--- src/rtl/ecl_consts.svh ---
// Offsets, descriptor lengths and timing counts of the configuration image loader
`ifndef ECL_CONSTS_SVH
`define ECL_CONSTS_SVH

// Image layout, byte addresses inside the serial memory
`define ECL_SIG 8'ha5
`define ECL_MEM_BYTES 512
`define ECL_OFF_SIG 9'h000
`define ECL_OFF_POLL_FS 9'h001
`define ECL_OFF_POLL_HS 9'h002
`define ECL_OFF_POLL_SS 9'h003
`define ECL_OFF_FLAGS 9'h004
`define ECL_OFF_SWCFG 9'h014
`define ECL_OFF_GPIO_FUNC 9'h020
`define ECL_OFF_GPIO_PP 9'h024
`define ECL_OFF_GPIO_DIR 9'h028
`define ECL_OFF_GPIO_DATA 9'h02c
`define ECL_OFF_LANG 9'h030
`define ECL_OFF_PTR_BASE 9'h032
`define ECL_NITEMS 13
`define ECL_NSTRINGS 5
`define ECL_LEN_DESC 8'h12
`define ECL_LEN_SSCFG 8'h1e

// Register bus word offsets
`define ECL_REG_CTRL 8'h00
`define ECL_REG_STATUS 8'h04
`define ECL_REG_POLL 8'h08
`define ECL_REG_FLAGS 8'h0c
`define ECL_REG_SWCFG 8'h1c
`define ECL_REG_GPIO_FUNC 8'h20
`define ECL_REG_GPIO_PP 8'h24
`define ECL_REG_GPIO_DIR 8'h28
`define ECL_REG_GPIO_DATA 8'h2c
`define ECL_REG_LANG 8'h30
`define ECL_REG_PRESENT 8'h34
`define ECL_REG_GPIO_IN 8'h38

// Serial clock timing
`define ECL_CLK_NS 8
`define ECL_SK_PERIOD_NS 160
`define ECL_SK_HALF ((`ECL_SK_PERIOD_NS / `ECL_CLK_NS) / 2)
`define ECL_EE_CMD 12'hc00
`define ECL_EE_CMD_W 12

`endif

--- src/rtl/ecl_pkg.sv ---
// Types shared by the configuration image loader
package ecl_pkg;

    // One length and pointer pair of the image header
    typedef struct packed {
        logic present;
        logic [7:0] len;
        logic [8:0] addr;
    } ecl_ptr_s;

    // Decoded fixed header content
    typedef struct packed {
        logic [7:0] poll_fs;
        logic [7:0] poll_hs;
        logic [7:0] poll_ss;
        logic [3:0][31:0] flags;
        logic [31:0] gpio_func;
        logic [31:0] gpio_pp;
        logic [31:0] gpio_dir;
        logic [31:0] gpio_data;
        logic [15:0] lang_id;
        logic lang_ok;
    } ecl_cfg_s;

    typedef enum logic [1:0] {LD_START, LD_LOAD, LD_DECODE, LD_DONE} ecl_ld_e;
    typedef enum logic [1:0] {RD_IDLE, RD_CMD, RD_DATA} ecl_rd_e;

endpackage

--- src/rtl/ecl_loader.sv ---
// Configuration image loader: memory copy, header decode, bus slave
//
// The placing of the registers and register access over AHB-Lite were decided locally.
`timescale 1ns/1ns
`include "ecl_consts.svh"

// Behaviour
// - Present only when first byte is signature
// - Copy whole image into 512-byte memory
// - PHY held disconnected until load finishes
// - Pointers count words; byte address doubled
// - Zero length means item absent, default
// - No strings means no language ID
// - Polling intervals at bytes 01h to 03h
// - Four flag words, little-endian, 04h to 13h
// - Software structure length 14h, offset 15h
// - Pin function bits 20h-23h, 0 is GPIO
// - Driver type 24h-27h, 1 is push-pull
// - Direction 28h-2Bh, 1 is output
// - Data 2Ch-2Fh drives output pins
// - String pairs at 32h through 3Bh
// - BOS, SS device, SS config pairs 3Ch-41h
// - High-speed descriptor pairs at 42h-45h
// - Full-speed descriptor pairs at 46h-49h
// - Nothing fixed at or above 4Ah
// - SS block holds four descriptors in order
module ecl_loader #(
    parameter logic [7:0] DEF_POLL_FS = 8'h01,
    parameter logic [7:0] DEF_POLL_HS = 8'h04,
    parameter logic [7:0] DEF_POLL_SS = 8'h04,
    parameter logic [31:0] DEF_FLAGS = 32'h0,
    parameter logic [31:0] DEF_GPIO_FUNC = 32'hffffffff,
    parameter int SK_HALF = `ECL_SK_HALF
) (
    input wire logic ref_clk,
    input wire logic rst_n,
    input wire logic hsel,
    input wire logic [31:0] haddr,
    input wire logic [1:0] htrans,
    input wire logic hwrite,
    input wire logic [2:0] hsize,
    input wire logic [31:0] hwdata,
    input wire logic hready,
    output logic [31:0] hrdata_q,
    output logic hreadyout_q,
    output logic hresp_q,
    output logic ee_cs_q,
    output logic ee_sk_q,
    output logic ee_di_q,
    input wire logic ee_do,
    output logic phy_disconnect_q,
    output logic load_done_q,
    output logic present_q,
    input wire logic [8:0] desc_addr,
    output logic [7:0] desc_data_q,
    output ecl_pkg::ecl_cfg_s cfg_q,
    output ecl_pkg::ecl_ptr_s [`ECL_NITEMS-1:0] items_q,
    input wire logic [31:0] gpio_i,
    output logic [31:0] gpio_o_q,
    output logic [31:0] gpio_oe_n_q
);
    import ecl_pkg::*;

    localparam int AW = $clog2(`ECL_MEM_BYTES);

    logic [1:0] rst_sync_q;
    logic rst_i_n;
    logic [7:0] mem [0:`ECL_MEM_BYTES-1];
    ecl_ld_e st_q, st_d;
    logic [AW-1:0] wa_q, wa_d;
    logic start_q, start_d, stop_q, stop_d;
    logic pres_d, phy_d, done_d, bad_len_q, bad_len_d;
    logic rx_vld;
    logic [7:0] rx_byte, desc_data_d;
    ecl_cfg_s cfg_d;
    ecl_ptr_s [`ECL_NITEMS-1:0] items_d;
    logic wr_q, wr_d, reload_q, reload_d;
    logic [7:0] wad_q, wad_d;
    logic [31:0] hrdata_d;
    logic [31:0] gin_s1_q, gin_s2_q, gin_s3_q, gin_f_q, gin_f_d;
    logic [31:0] gm, gpio_o_d, gpio_oe_n_d;

    // Header byte address of item k: software structure first, then the pair table
    function automatic logic [8:0] item_off(input int k);
        return (k == 0) ? `ECL_OFF_SWCFG : `ECL_OFF_PTR_BASE + 9'(2 * (k - 1));
    endfunction

    // Little-endian word from four image bytes
    function automatic logic [31:0] rd32(input logic [8:0] b);
        return {mem[b + 9'h3], mem[b + 9'h2], mem[b + 9'h1], mem[b]};
    endfunction

    function automatic logic len_ok(input logic [7:0] l, input logic [7:0] v);
        return (l == 8'h00) || (l == v);
    endfunction

    // Reset released through two stages so the whole block leaves reset together
    always_ff @(posedge ref_clk or negedge rst_n) begin
        if (!rst_n) begin
            rst_sync_q <= 2'b00;
        end else begin
            rst_sync_q <= {rst_sync_q[0], 1'b1};
        end
    end
    assign rst_i_n = rst_sync_q[1];

    ecl_ee_reader #(
        .HALF(SK_HALF)
    ) u_reader (
        .clk(ref_clk),
        .rst_n(rst_i_n),
        .start(start_q),
        .stop(stop_q),
        .byte_vld_q(rx_vld),
        .byte_q(rx_byte),
        .ee_cs_q(ee_cs_q),
        .ee_sk_q(ee_sk_q),
        .ee_di_q(ee_di_q),
        .ee_do(ee_do)
    );

    // Load sequencer
    always_comb begin
        st_d = st_q;
        wa_d = wa_q;
        start_d = 1'b0;
        stop_d = 1'b0;
        pres_d = present_q;
        phy_d = phy_disconnect_q;
        done_d = load_done_q;
        case (st_q)
            LD_START: begin
                start_d = 1'b1;
                wa_d = '0;
                pres_d = 1'b0;
                phy_d = 1'b1;
                done_d = 1'b0;
                st_d = LD_LOAD;
            end
            LD_LOAD: begin
                if (rx_vld) begin
                    if (wa_q == '0 && rx_byte != `ECL_SIG) begin
                        stop_d = 1'b1;
                        st_d = LD_DECODE;
                    end else begin
                        pres_d = 1'b1;
                        wa_d = wa_q + AW'(1);
                        if (wa_q == AW'(`ECL_MEM_BYTES - 1)) begin
                            stop_d = 1'b1;
                            st_d = LD_DECODE;
                        end
                    end
                end
            end
            LD_DECODE: begin
                done_d = 1'b1;
                phy_d = 1'b0;
                st_d = LD_DONE;
            end
            LD_DONE: begin
                // A reload is only taken once the previous image is settled
                if (reload_q) begin
                    st_d = LD_START;
                end
            end
            default: st_d = LD_START;
        endcase
    end

    // Image memory; no reset, filled whole only by a load with the signature, else only byte 0 is written
    always_ff @(posedge ref_clk) begin
        if (st_q == LD_LOAD && rx_vld) begin
            mem[wa_q] <= rx_byte;
        end
    end
    assign desc_data_d = mem[desc_addr];

    // Header decode, done once in the cycle after the copy ends
    always_comb begin
        cfg_d = cfg_q;
        items_d = items_q;
        bad_len_d = bad_len_q;
        if (st_q == LD_DECODE && present_q) begin
            cfg_d.poll_fs = mem[`ECL_OFF_POLL_FS];
            cfg_d.poll_hs = mem[`ECL_OFF_POLL_HS];
            cfg_d.poll_ss = mem[`ECL_OFF_POLL_SS];
            for (int i = 0; i < 4; i++) begin
                cfg_d.flags[i] = rd32(`ECL_OFF_FLAGS + 9'(4 * i));
            end
            cfg_d.gpio_func = rd32(`ECL_OFF_GPIO_FUNC);
            cfg_d.gpio_pp = rd32(`ECL_OFF_GPIO_PP);
            cfg_d.gpio_dir = rd32(`ECL_OFF_GPIO_DIR);
            cfg_d.gpio_data = rd32(`ECL_OFF_GPIO_DATA);
            cfg_d.lang_id = {mem[`ECL_OFF_LANG + 9'h1], mem[`ECL_OFF_LANG]};
            cfg_d.lang_ok = 1'b0;
            // Pairs end at 49h; bytes from 4Ah on are bodies only
            for (int k = 0; k < `ECL_NITEMS; k++) begin
                items_d[k].len = mem[item_off(k)];
                items_d[k].addr = {mem[item_off(k) + 9'h1], 1'b0};
                items_d[k].present = (mem[item_off(k)] != 8'h00);
            end
            for (int s = 1; s <= `ECL_NSTRINGS; s++) begin
                if (mem[item_off(s)] != 8'h00) begin
                    cfg_d.lang_ok = 1'b1;
                end
            end
            // Length check on the SS device, SS config and four HS/FS pairs; a zero length passes
            bad_len_d = !len_ok(mem[item_off(7)], `ECL_LEN_DESC)
                || !len_ok(mem[item_off(8)], `ECL_LEN_SSCFG)
                || !len_ok(mem[item_off(9)], `ECL_LEN_DESC)
                || !len_ok(mem[item_off(10)], `ECL_LEN_DESC)
                || !len_ok(mem[item_off(11)], `ECL_LEN_DESC)
                || !len_ok(mem[item_off(12)], `ECL_LEN_DESC);
        end else if (st_q == LD_DECODE) begin
            cfg_d.poll_fs = DEF_POLL_FS;
            cfg_d.poll_hs = DEF_POLL_HS;
            cfg_d.poll_ss = DEF_POLL_SS;
            cfg_d.flags = {4{DEF_FLAGS}};
            cfg_d.gpio_func = DEF_GPIO_FUNC;
            cfg_d.gpio_pp = 32'h0;
            cfg_d.gpio_dir = 32'h0;
            cfg_d.gpio_data = 32'h0;
            cfg_d.lang_id = 16'h0;
            cfg_d.lang_ok = 1'b0;
            items_d = '0;
            bad_len_d = 1'b0;
        end
    end

    // Pin drive only in GPIO mode as output; open-drain drives low only
    always_comb begin
        gm = {32{load_done_q}} & ~cfg_q.gpio_func & cfg_q.gpio_dir;
        gpio_o_d = gm & cfg_q.gpio_pp & cfg_q.gpio_data;
        gpio_oe_n_d = ~(gm & (cfg_q.gpio_pp | ~cfg_q.gpio_data));
        gin_f_d = (~(gin_s2_q ^ gin_s3_q) & gin_s3_q) | ((gin_s2_q ^ gin_s3_q) & gin_f_q);
    end

    // Bus slave: zero wait states, read data prepared during the address phase
    always_comb begin
        wr_d = hsel && htrans[1] && hready && hwrite;
        wad_d = haddr[7:0];
        reload_d = wr_q && wad_q == `ECL_REG_CTRL && hwdata[0];
        hrdata_d = 32'h0;
        if (hsel && htrans[1] && hready && !hwrite) begin
            case (haddr[7:0])
                `ECL_REG_STATUS: hrdata_d = {27'h0, bad_len_q, cfg_q.lang_ok,
                    (st_q != LD_DONE), present_q, load_done_q};
                `ECL_REG_POLL: hrdata_d = {8'h0, cfg_q.poll_ss, cfg_q.poll_hs, cfg_q.poll_fs};
                8'h0c, 8'h10, 8'h14, 8'h18: hrdata_d = cfg_q.flags[haddr[3:2] - 2'h3];
                `ECL_REG_SWCFG: hrdata_d = {items_q[0].present, 14'h0, items_q[0].addr,
                    items_q[0].len};
                `ECL_REG_GPIO_FUNC: hrdata_d = cfg_q.gpio_func;
                `ECL_REG_GPIO_PP: hrdata_d = cfg_q.gpio_pp;
                `ECL_REG_GPIO_DIR: hrdata_d = cfg_q.gpio_dir;
                `ECL_REG_GPIO_DATA: hrdata_d = cfg_q.gpio_data;
                `ECL_REG_LANG: hrdata_d = {15'h0, cfg_q.lang_ok, cfg_q.lang_id};
                `ECL_REG_PRESENT: begin
                    for (int k = 0; k < `ECL_NITEMS; k++) begin
                        hrdata_d[k] = items_q[k].present;
                    end
                end
                `ECL_REG_GPIO_IN: hrdata_d = gin_f_q;
                default: hrdata_d = 32'h0;
            endcase
        end
    end

    // All registers of the block except the reset stages and the image memory
    always_ff @(posedge ref_clk or negedge rst_i_n) begin
        if (!rst_i_n) begin
            st_q <= LD_START;
            wa_q <= '0;
            start_q <= 1'b0;
            stop_q <= 1'b0;
            present_q <= 1'b0;
            phy_disconnect_q <= 1'b1;
            load_done_q <= 1'b0;
            bad_len_q <= 1'b0;
            cfg_q <= '0;
            items_q <= '0;
            desc_data_q <= 8'h0;
            wr_q <= 1'b0;
            wad_q <= 8'h0;
            reload_q <= 1'b0;
            hrdata_q <= 32'h0;
            hreadyout_q <= 1'b1;
            hresp_q <= 1'b0;
            gin_s1_q <= 32'h0;
            gin_s2_q <= 32'h0;
            gin_s3_q <= 32'h0;
            gin_f_q <= 32'h0;
            gpio_o_q <= 32'h0;
            gpio_oe_n_q <= 32'hffffffff;
        end else begin
            st_q <= st_d;
            wa_q <= wa_d;
            start_q <= start_d;
            stop_q <= stop_d;
            present_q <= pres_d;
            phy_disconnect_q <= phy_d;
            load_done_q <= done_d;
            bad_len_q <= bad_len_d;
            cfg_q <= cfg_d;
            items_q <= items_d;
            desc_data_q <= desc_data_d;
            wr_q <= wr_d;
            wad_q <= wad_d;
            reload_q <= reload_d;
            hrdata_q <= hrdata_d;
            hreadyout_q <= 1'b1;
            hresp_q <= 1'b0;
            gin_s1_q <= gpio_i;
            gin_s2_q <= gin_s1_q;
            gin_s3_q <= gin_s2_q;
            gin_f_q <= gin_f_d;
            gpio_o_q <= gpio_o_d;
            gpio_oe_n_q <= gpio_oe_n_d;
        end
    end

    property p_sig_absent;
        @(posedge ref_clk) disable iff (!rst_i_n)
        (st_q == LD_LOAD && rx_vld && wa_q == '0 && rx_byte != `ECL_SIG)
            |=> (st_q == LD_DECODE && !present_q) ##1 (load_done_q && !present_q);
    endproperty
    a_sig_absent: assert property (p_sig_absent) else $error("bad signature not absent");

    property p_copy;
        @(posedge ref_clk) disable iff (!rst_i_n)
        (st_q == LD_LOAD && rx_vld) |=> mem[$past(wa_q)] == $past(rx_byte);
    endproperty
    a_copy: assert property (p_copy) else $error("image byte not stored");

    property p_phy;
        @(posedge ref_clk) disable iff (!rst_i_n)
        $fell(phy_disconnect_q) |-> ($past(st_q) == LD_DECODE && load_done_q);
    endproperty
    a_phy: assert property (p_phy) else $error("PHY released before load end");

    property p_word_ptr;
        @(posedge ref_clk) disable iff (!rst_i_n)
        (st_q == LD_DECODE && present_q)
            |=> items_q[1].addr == {$past(mem[`ECL_OFF_PTR_BASE + 9'h1]), 1'b0};
    endproperty
    a_word_ptr: assert property (p_word_ptr) else $error("pointer not doubled");

    property p_absent;
        @(posedge ref_clk) disable iff (!rst_i_n)
        load_done_q |-> (items_q[0].present == (items_q[0].len != 8'h00))
            && (items_q[8].present == (items_q[8].len != 8'h00));
    endproperty
    a_absent: assert property (p_absent) else $error("present flag mismatches length");

    property p_lang;
        @(posedge ref_clk) disable iff (!rst_i_n)
        cfg_q.lang_ok |-> (items_q[1].len | items_q[2].len | items_q[3].len
            | items_q[4].len | items_q[5].len) != 8'h00;
    endproperty
    a_lang: assert property (p_lang) else $error("language offered without strings");

    property p_poll;
        @(posedge ref_clk) disable iff (!rst_i_n)
        (st_q == LD_DECODE && present_q)
            |=> cfg_q.poll_hs == $past(mem[`ECL_OFF_POLL_HS]);
    endproperty
    a_poll: assert property (p_poll) else $error("polling interval wrong");

    property p_flags;
        @(posedge ref_clk) disable iff (!rst_i_n)
        (st_q == LD_DECODE && present_q)
            |=> cfg_q.flags[1][7:0] == $past(mem[9'h008])
                && cfg_q.flags[1][31:24] == $past(mem[9'h00b]);
    endproperty
    a_flags: assert property (p_flags) else $error("flag word byte order wrong");

    property p_gpio_pp;
        @(posedge ref_clk) disable iff (!rst_i_n)
        (load_done_q && !cfg_q.gpio_func[0] && cfg_q.gpio_dir[0] && cfg_q.gpio_pp[0])
            |=> !gpio_oe_n_q[0] && gpio_o_q[0] == $past(cfg_q.gpio_data[0]);
    endproperty
    a_gpio_pp: assert property (p_gpio_pp) else $error("GPIO output not driven");

    property p_defaults;
        @(posedge ref_clk) disable iff (!rst_i_n)
        (st_q == LD_DECODE && !present_q)
            |=> cfg_q.gpio_func == DEF_GPIO_FUNC && items_q == '0 && !cfg_q.lang_ok;
    endproperty
    a_defaults: assert property (p_defaults) else $error("defaults not applied");

endmodule // ecl_loader

--- src/rtl/ecl_ee_reader.sv ---
// Sequential reader for the 3-wire serial memory
`timescale 1ns/1ns
`include "ecl_consts.svh"

module ecl_ee_reader #(
    parameter int HALF = `ECL_SK_HALF
) (
    input wire logic clk,
    input wire logic rst_n,
    input wire logic start,
    input wire logic stop,
    output logic byte_vld_q,
    output logic [7:0] byte_q,
    output logic ee_cs_q,
    output logic ee_sk_q,
    output logic ee_di_q,
    input wire logic ee_do
);
    import ecl_pkg::*;

    localparam int DW = (HALF > 1) ? $clog2(HALF) : 1;

    ecl_rd_e st_q, st_d;
    logic [DW-1:0] div_q, div_d;
    logic [3:0] cnt_q, cnt_d;
    logic [`ECL_EE_CMD_W-1:0] sh_q, sh_d;
    logic [7:0] rx_q, rx_d, byte_d;
    logic vld_d, cs_d, sk_d, di_d;
    logic do_s1_q, do_s2_q, do_s3_q, do_f_q;

    // Three stages on the data pin; the level counts once the last two agree
    always_ff @(posedge clk or negedge rst_n) begin
        if (!rst_n) begin
            do_s1_q <= 1'b0;
            do_s2_q <= 1'b0;
            do_s3_q <= 1'b0;
            do_f_q <= 1'b0;
        end else begin
            do_s1_q <= ee_do;
            do_s2_q <= do_s1_q;
            do_s3_q <= do_s2_q;
            do_f_q <= (do_s2_q == do_s3_q) ? do_s3_q : do_f_q;
        end
    end

    // Command out on the low phase, data sampled at the end of the high phase
    always_comb begin
        st_d = st_q;
        div_d = div_q;
        cnt_d = cnt_q;
        sh_d = sh_q;
        rx_d = rx_q;
        byte_d = byte_q;
        vld_d = 1'b0;
        cs_d = ee_cs_q;
        sk_d = ee_sk_q;
        di_d = ee_di_q;
        case (st_q)
            RD_IDLE: begin
                cs_d = 1'b0;
                sk_d = 1'b0;
                di_d = 1'b0;
                if (start) begin
                    st_d = RD_CMD;
                    cs_d = 1'b1;
                    div_d = '0;
                    cnt_d = '0;
                    sh_d = `ECL_EE_CMD;
                    di_d = sh_d[`ECL_EE_CMD_W-1];
                end
            end
            RD_CMD, RD_DATA: begin
                if (stop) begin
                    st_d = RD_IDLE;
                    cs_d = 1'b0;
                    sk_d = 1'b0;
                    di_d = 1'b0;
                end else if (div_q == DW'(HALF - 1)) begin
                    div_d = '0;
                    sk_d = ~ee_sk_q;
                    if (ee_sk_q && st_q == RD_CMD) begin
                        if (cnt_q == 4'(`ECL_EE_CMD_W - 1)) begin
                            st_d = RD_DATA;
                            cnt_d = '0;
                            di_d = 1'b0;
                        end else begin
                            cnt_d = cnt_q + 4'h1;
                            sh_d = {sh_q[`ECL_EE_CMD_W-2:0], 1'b0};
                            di_d = sh_q[`ECL_EE_CMD_W-2];
                        end
                    end else if (ee_sk_q) begin
                        // Bit 0 is the leading dummy zero; bytes then stream MSB first
                        rx_d = {rx_q[6:0], do_f_q};
                        if (cnt_q == 4'h8) begin
                            byte_d = {rx_q[6:0], do_f_q};
                            vld_d = 1'b1;
                            cnt_d = 4'h1;
                        end else begin
                            cnt_d = cnt_q + 4'h1;
                        end
                    end
                end else begin
                    div_d = div_q + DW'(1);
                end
            end
            default: st_d = RD_IDLE;
        endcase
    end

    // State registers
    always_ff @(posedge clk or negedge rst_n) begin
        if (!rst_n) begin
            st_q <= RD_IDLE;
            div_q <= '0;
            cnt_q <= '0;
            sh_q <= '0;
            rx_q <= '0;
            byte_q <= '0;
            byte_vld_q <= 1'b0;
            ee_cs_q <= 1'b0;
            ee_sk_q <= 1'b0;
            ee_di_q <= 1'b0;
        end else begin
            st_q <= st_d;
            div_q <= div_d;
            cnt_q <= cnt_d;
            sh_q <= sh_d;
            rx_q <= rx_d;
            byte_q <= byte_d;
            byte_vld_q <= vld_d;
            ee_cs_q <= cs_d;
            ee_sk_q <= sk_d;
            ee_di_q <= di_d;
        end
    end

endmodule // ecl_ee_reader

--- config.mk ---
export PLATFORM = sky130hd
export DESIGN_NAME = ecl_loader
export DESIGN_NICKNAME = d
export VERILOG_FILES = /design/src/rtl/ecl_pkg.sv /design/src/rtl/ecl_loader.sv /design/src/rtl/ecl_ee_reader.sv
export VERILOG_INCLUDE_DIRS = /design/src /design/src/rtl
export SDC_FILE = /design/constraint.sdc
export NUM_CORES = 2
export LEC_CHECK = 0
export ABC_CLOCK_PERIOD_IN_PS = 23600
export BUFFER_PORTS_ARGS = -buffer_cell sky130_fd_sc_hd__buf_4
export CAP_MARGIN = 20
export CELL_PAD_IN_SITES_DETAIL_PLACEMENT = 1
export CELL_PAD_IN_SITES_GLOBAL_PLACEMENT = 1
export CORE_ASPECT_RATIO = 1.75
export CORE_MARGIN = 4
export CORE_UTILIZATION = 49
export DETAILED_ROUTE_END_ITERATION = 16
export MAX_ROUTING_LAYER = met4
export PLACE_DENSITY_LB_ADDON = 0.05
export SETUP_SLACK_MARGIN = 0.05
export SYNTH_ARGS = -nofsm -noshare
export SYNTH_HDL_FRONTEND = slang
export SYNTH_SLANG_ARGS = --single-unit
--- constraint.sdc ---
create_clock -name ref_clk -period 23.6 [get_ports ref_clk]
set_input_delay 1.18 -clock ref_clk [delete_from_list [all_inputs] [get_ports ref_clk]]
set_output_delay 1.18 -clock ref_clk [all_outputs]
set_load 0.01 [all_outputs]
==> flow_summary.json <==
{
  "pwr_density_cell_nw_per_um2": 80.7,
  "yosys-mux-area-fraction_pct": 13.0,
  "clockRootBuffer": "clkbuf_16",
  "synth_area_leaders": "edfxtp_1, dfrtp_1, mux4_2",
  "cts_setup_buffers": 0,
  "worstPathRequired_ns": 24.48,
  "grt_max_degree": 209,
  "routabilityCongestion": 0.968,
  "portBuffers": 684,
  "largest_reg_flops": 4096,
  "drt-total-wl_mm": 647,
  "synthArstFlopShare_pct": 16.6,
  "clkSinkCount": 4909,
  "cp_data_arrival_time_ns": 8.30,
  "ys_types": 95,
  "synth_largest_area_cell": "edfxtp_1",
  "antenna_left": 0,
  "finalSetupTns_ns": 0,
  "ir_drop_mv": 0.0925,
  "skew_ns": 0.0405,
  "critPathMaxFanout": 79,
  "antenna_found_initial": 41,
  "min_path_cells": 1,
  "cts-buffers-inserted": 443,
  "p_leak_nw": 64.0,
  "drt_iter0_markers": 10800,
  "grt_pass1_wl_mm": 898,
  "tightestPinTransition_ns": 1.32,
  "fin_crit_ns": 7.42,
  "insertion_delay_ns": 0.97,
  "yosysWarnings": 0,
  "fin_nets": 11000,
  "reg2reg_depth": 5,
  "synth_fa_ha_area_share_pct": 0.300,
  "track_usage_pct": 32.3,
  "maxSlewHeadroom_pct": 11.8,
  "grt.overflow.total": 0,
  "final_hold_viol_count": 0,
  "detail_route.first_pass.iterations": 6,
  "yosys.area_share.simple_pct": 3.54,
  "vias": 106000,
  "start_util_pct": 49.1,
  "dieArea_sq_um": 405000,
  "cts_hold_buffers": 1,
  "cts_resized": 0,
  "synth_top_family_by_area": "multiplexers",
  "area_growth_pct": 12.5,
  "dp.cells": 15700,
  "regMostFlops": "mem",
  "drive_gt1_share_pct": 20.6,
  "die_h_microns": 839,
  "layout.cells.non_filler": 16600,
  "clkTransAtPathRegs_ns": 0.06,
  "cts_tree": "yes",
  "final_common_cell": "edfxtp_1",
  "rsz0062_at_grt": "no",
  "htree_num_levels": 5,
  "largestRegisters": "mem: 4096 flops, cfg_q: 297 flops, items_q: 221 flops",
  "post-route-period-util_pct": 31.4,
  "ys_seq_elements": 4909,
  "yosysSeqAreaShare_pct": 74.1,
  "hpwlAfterDp_mm": 437,
  "netlist_instances": 10200,
  "critical_path_class": "in2reg",
  "setup_violations": 0,
  "synth_area_sq_um": 194000,
  "wl_per_cell_microns": 39.0,
  "fmax_ghz": 0.135,
  "hold_class": "in2reg",
  "grt_pass1_vias": 111000,
  "clk_path_buf_depth": 4,
  "layout_common_cells": "edfxtp_1, buf_4, dfrtp_1, nor2_1, mux2i_1",
  "syn_area_per_cell_sq_um": 18.9,
  "outcome": "completed",
  "io_pins": 759,
  "rows": 305,
  "drv_cap": 0,
  "start_kind": "input pin",
  "vias_per_cell": 6.38,
  "die_width_microns": 483,
  "drc": 0,
  "cp-end-kind": "register",
  "synth_compound_area_share_pct": 6.31,
  "synth_ff_type": "edfxtp_1",
  "core_sq_um": 394000,
  "yosys.area_share.xor_xnor_pct": 0.0317,
  "yosysTopAreaCellShare_pct": 63.6,
  "synth_edf_count": 4096,
  "slew_violations": 0
}
[synth_stat cells, drive strengths merged (35+ instances only)]
cell type	n
a2111oi	44
a211oi	52
a21oi	157
a22o	456
a22oi	101
and3	46
buf	361
clkbuf	344
dfrtp	780
edfxtp	4096
inv	60
mux2	58
mux2i	607
mux4	770
nand2	260
nand3	38
nand4	35
nor2	644
nor3	107
nor3b	41
nor4	96
o21ai	203
o221ai	206
o22a	45
o22ai	187
or2	35
[layout make-up]
class                   instances  area (sq um)
repair buffers                918          7190
fillers                     34600        176000
well taps                    5219          6530
multi-input cells            4573         45100
clock inverters               267          2840
diodes                         97           243
clock buffers                 557         12100
inverters                      60           245
flip-flops and latches       4909        143000
[report_power, final]
group          internal, mW  leakage (nW)  switching (mW)  total (mW)
clock network          4.25          7.31            3.25        7.50
registers              9.30          38.9          0.0359        9.33
logic                 0.189          17.8           0.546       0.734
total                  13.7          64.0            3.83        17.6
[layer usage]
layer / up-vias / wire length (microns) / global-route usage (%)
met5: - / 0 / -
met4: 0 / 47300 / 18.6
met3: 1197 / 37200 / 4.67
met2: 4294 / 332000 / 54.8
met1: 57000 / 230000 / 36.9
li1: 43400 / - / -
[cell families (layout without fill, tap and decap cells)]
group,after synthesis,count (layout)
compound gates,1619,1619
fa+ha+maj,53,53
flops,4909,4909
other cells,2,113
simple gates,1443,1443
buf+inv,770,1802
mux,1435,1435
xor+xnor,7,7
[critical path, stage by stage]
cell      delay (ns)
buf_16          0.32
buf_4           0.76
buf_4           0.64
buf_4           0.74
buf_4           0.73
buf_4           0.59
mux2i_1         0.16
o221ai_1        0.36
o22ai_1         0.14
o21ai_0         0.62
nand4_1         0.69
nand4_1         0.62
and3_1          0.27
[stage by stage]
stage	hold slack [ns]	power (mW)	setup slack, ns	util, %	cell area [sq um]
floorplan	0.331	10.0	10.43	-	194000
global placement	0.334	10.2	15.14	51.4	202000
detailed placement	0.336	10.2	15.09	51.4	202000
CTS	0.250	17.7	16.10	55.2	217000
global route	0.281	18.1	16.02	55.3	218000
finish	0.322	17.6	16.18	55.3	218000
[path summary, 6_finish.rpt]
kind	slack (ns)	endpoint	startpoint
min in group asynchronous	0.48	gin_s3_q[31]	rst_sync_q[1]
max reg2reg	18.82	gin_s3_q[27]	rst_sync_q[1]
max in group asynchronous	18.82	gin_s3_q[27]	rst_sync_q[1]
min reg2reg	0.35	gin_s2_q[18]	gin_s1_q[18]
min	0.32	gin_s1_q[13]	gpio_i[13]
max	16.18	desc_data_q[1]	desc_addr[0]
No activity file was read; power rests on OpenSTA's default activity.
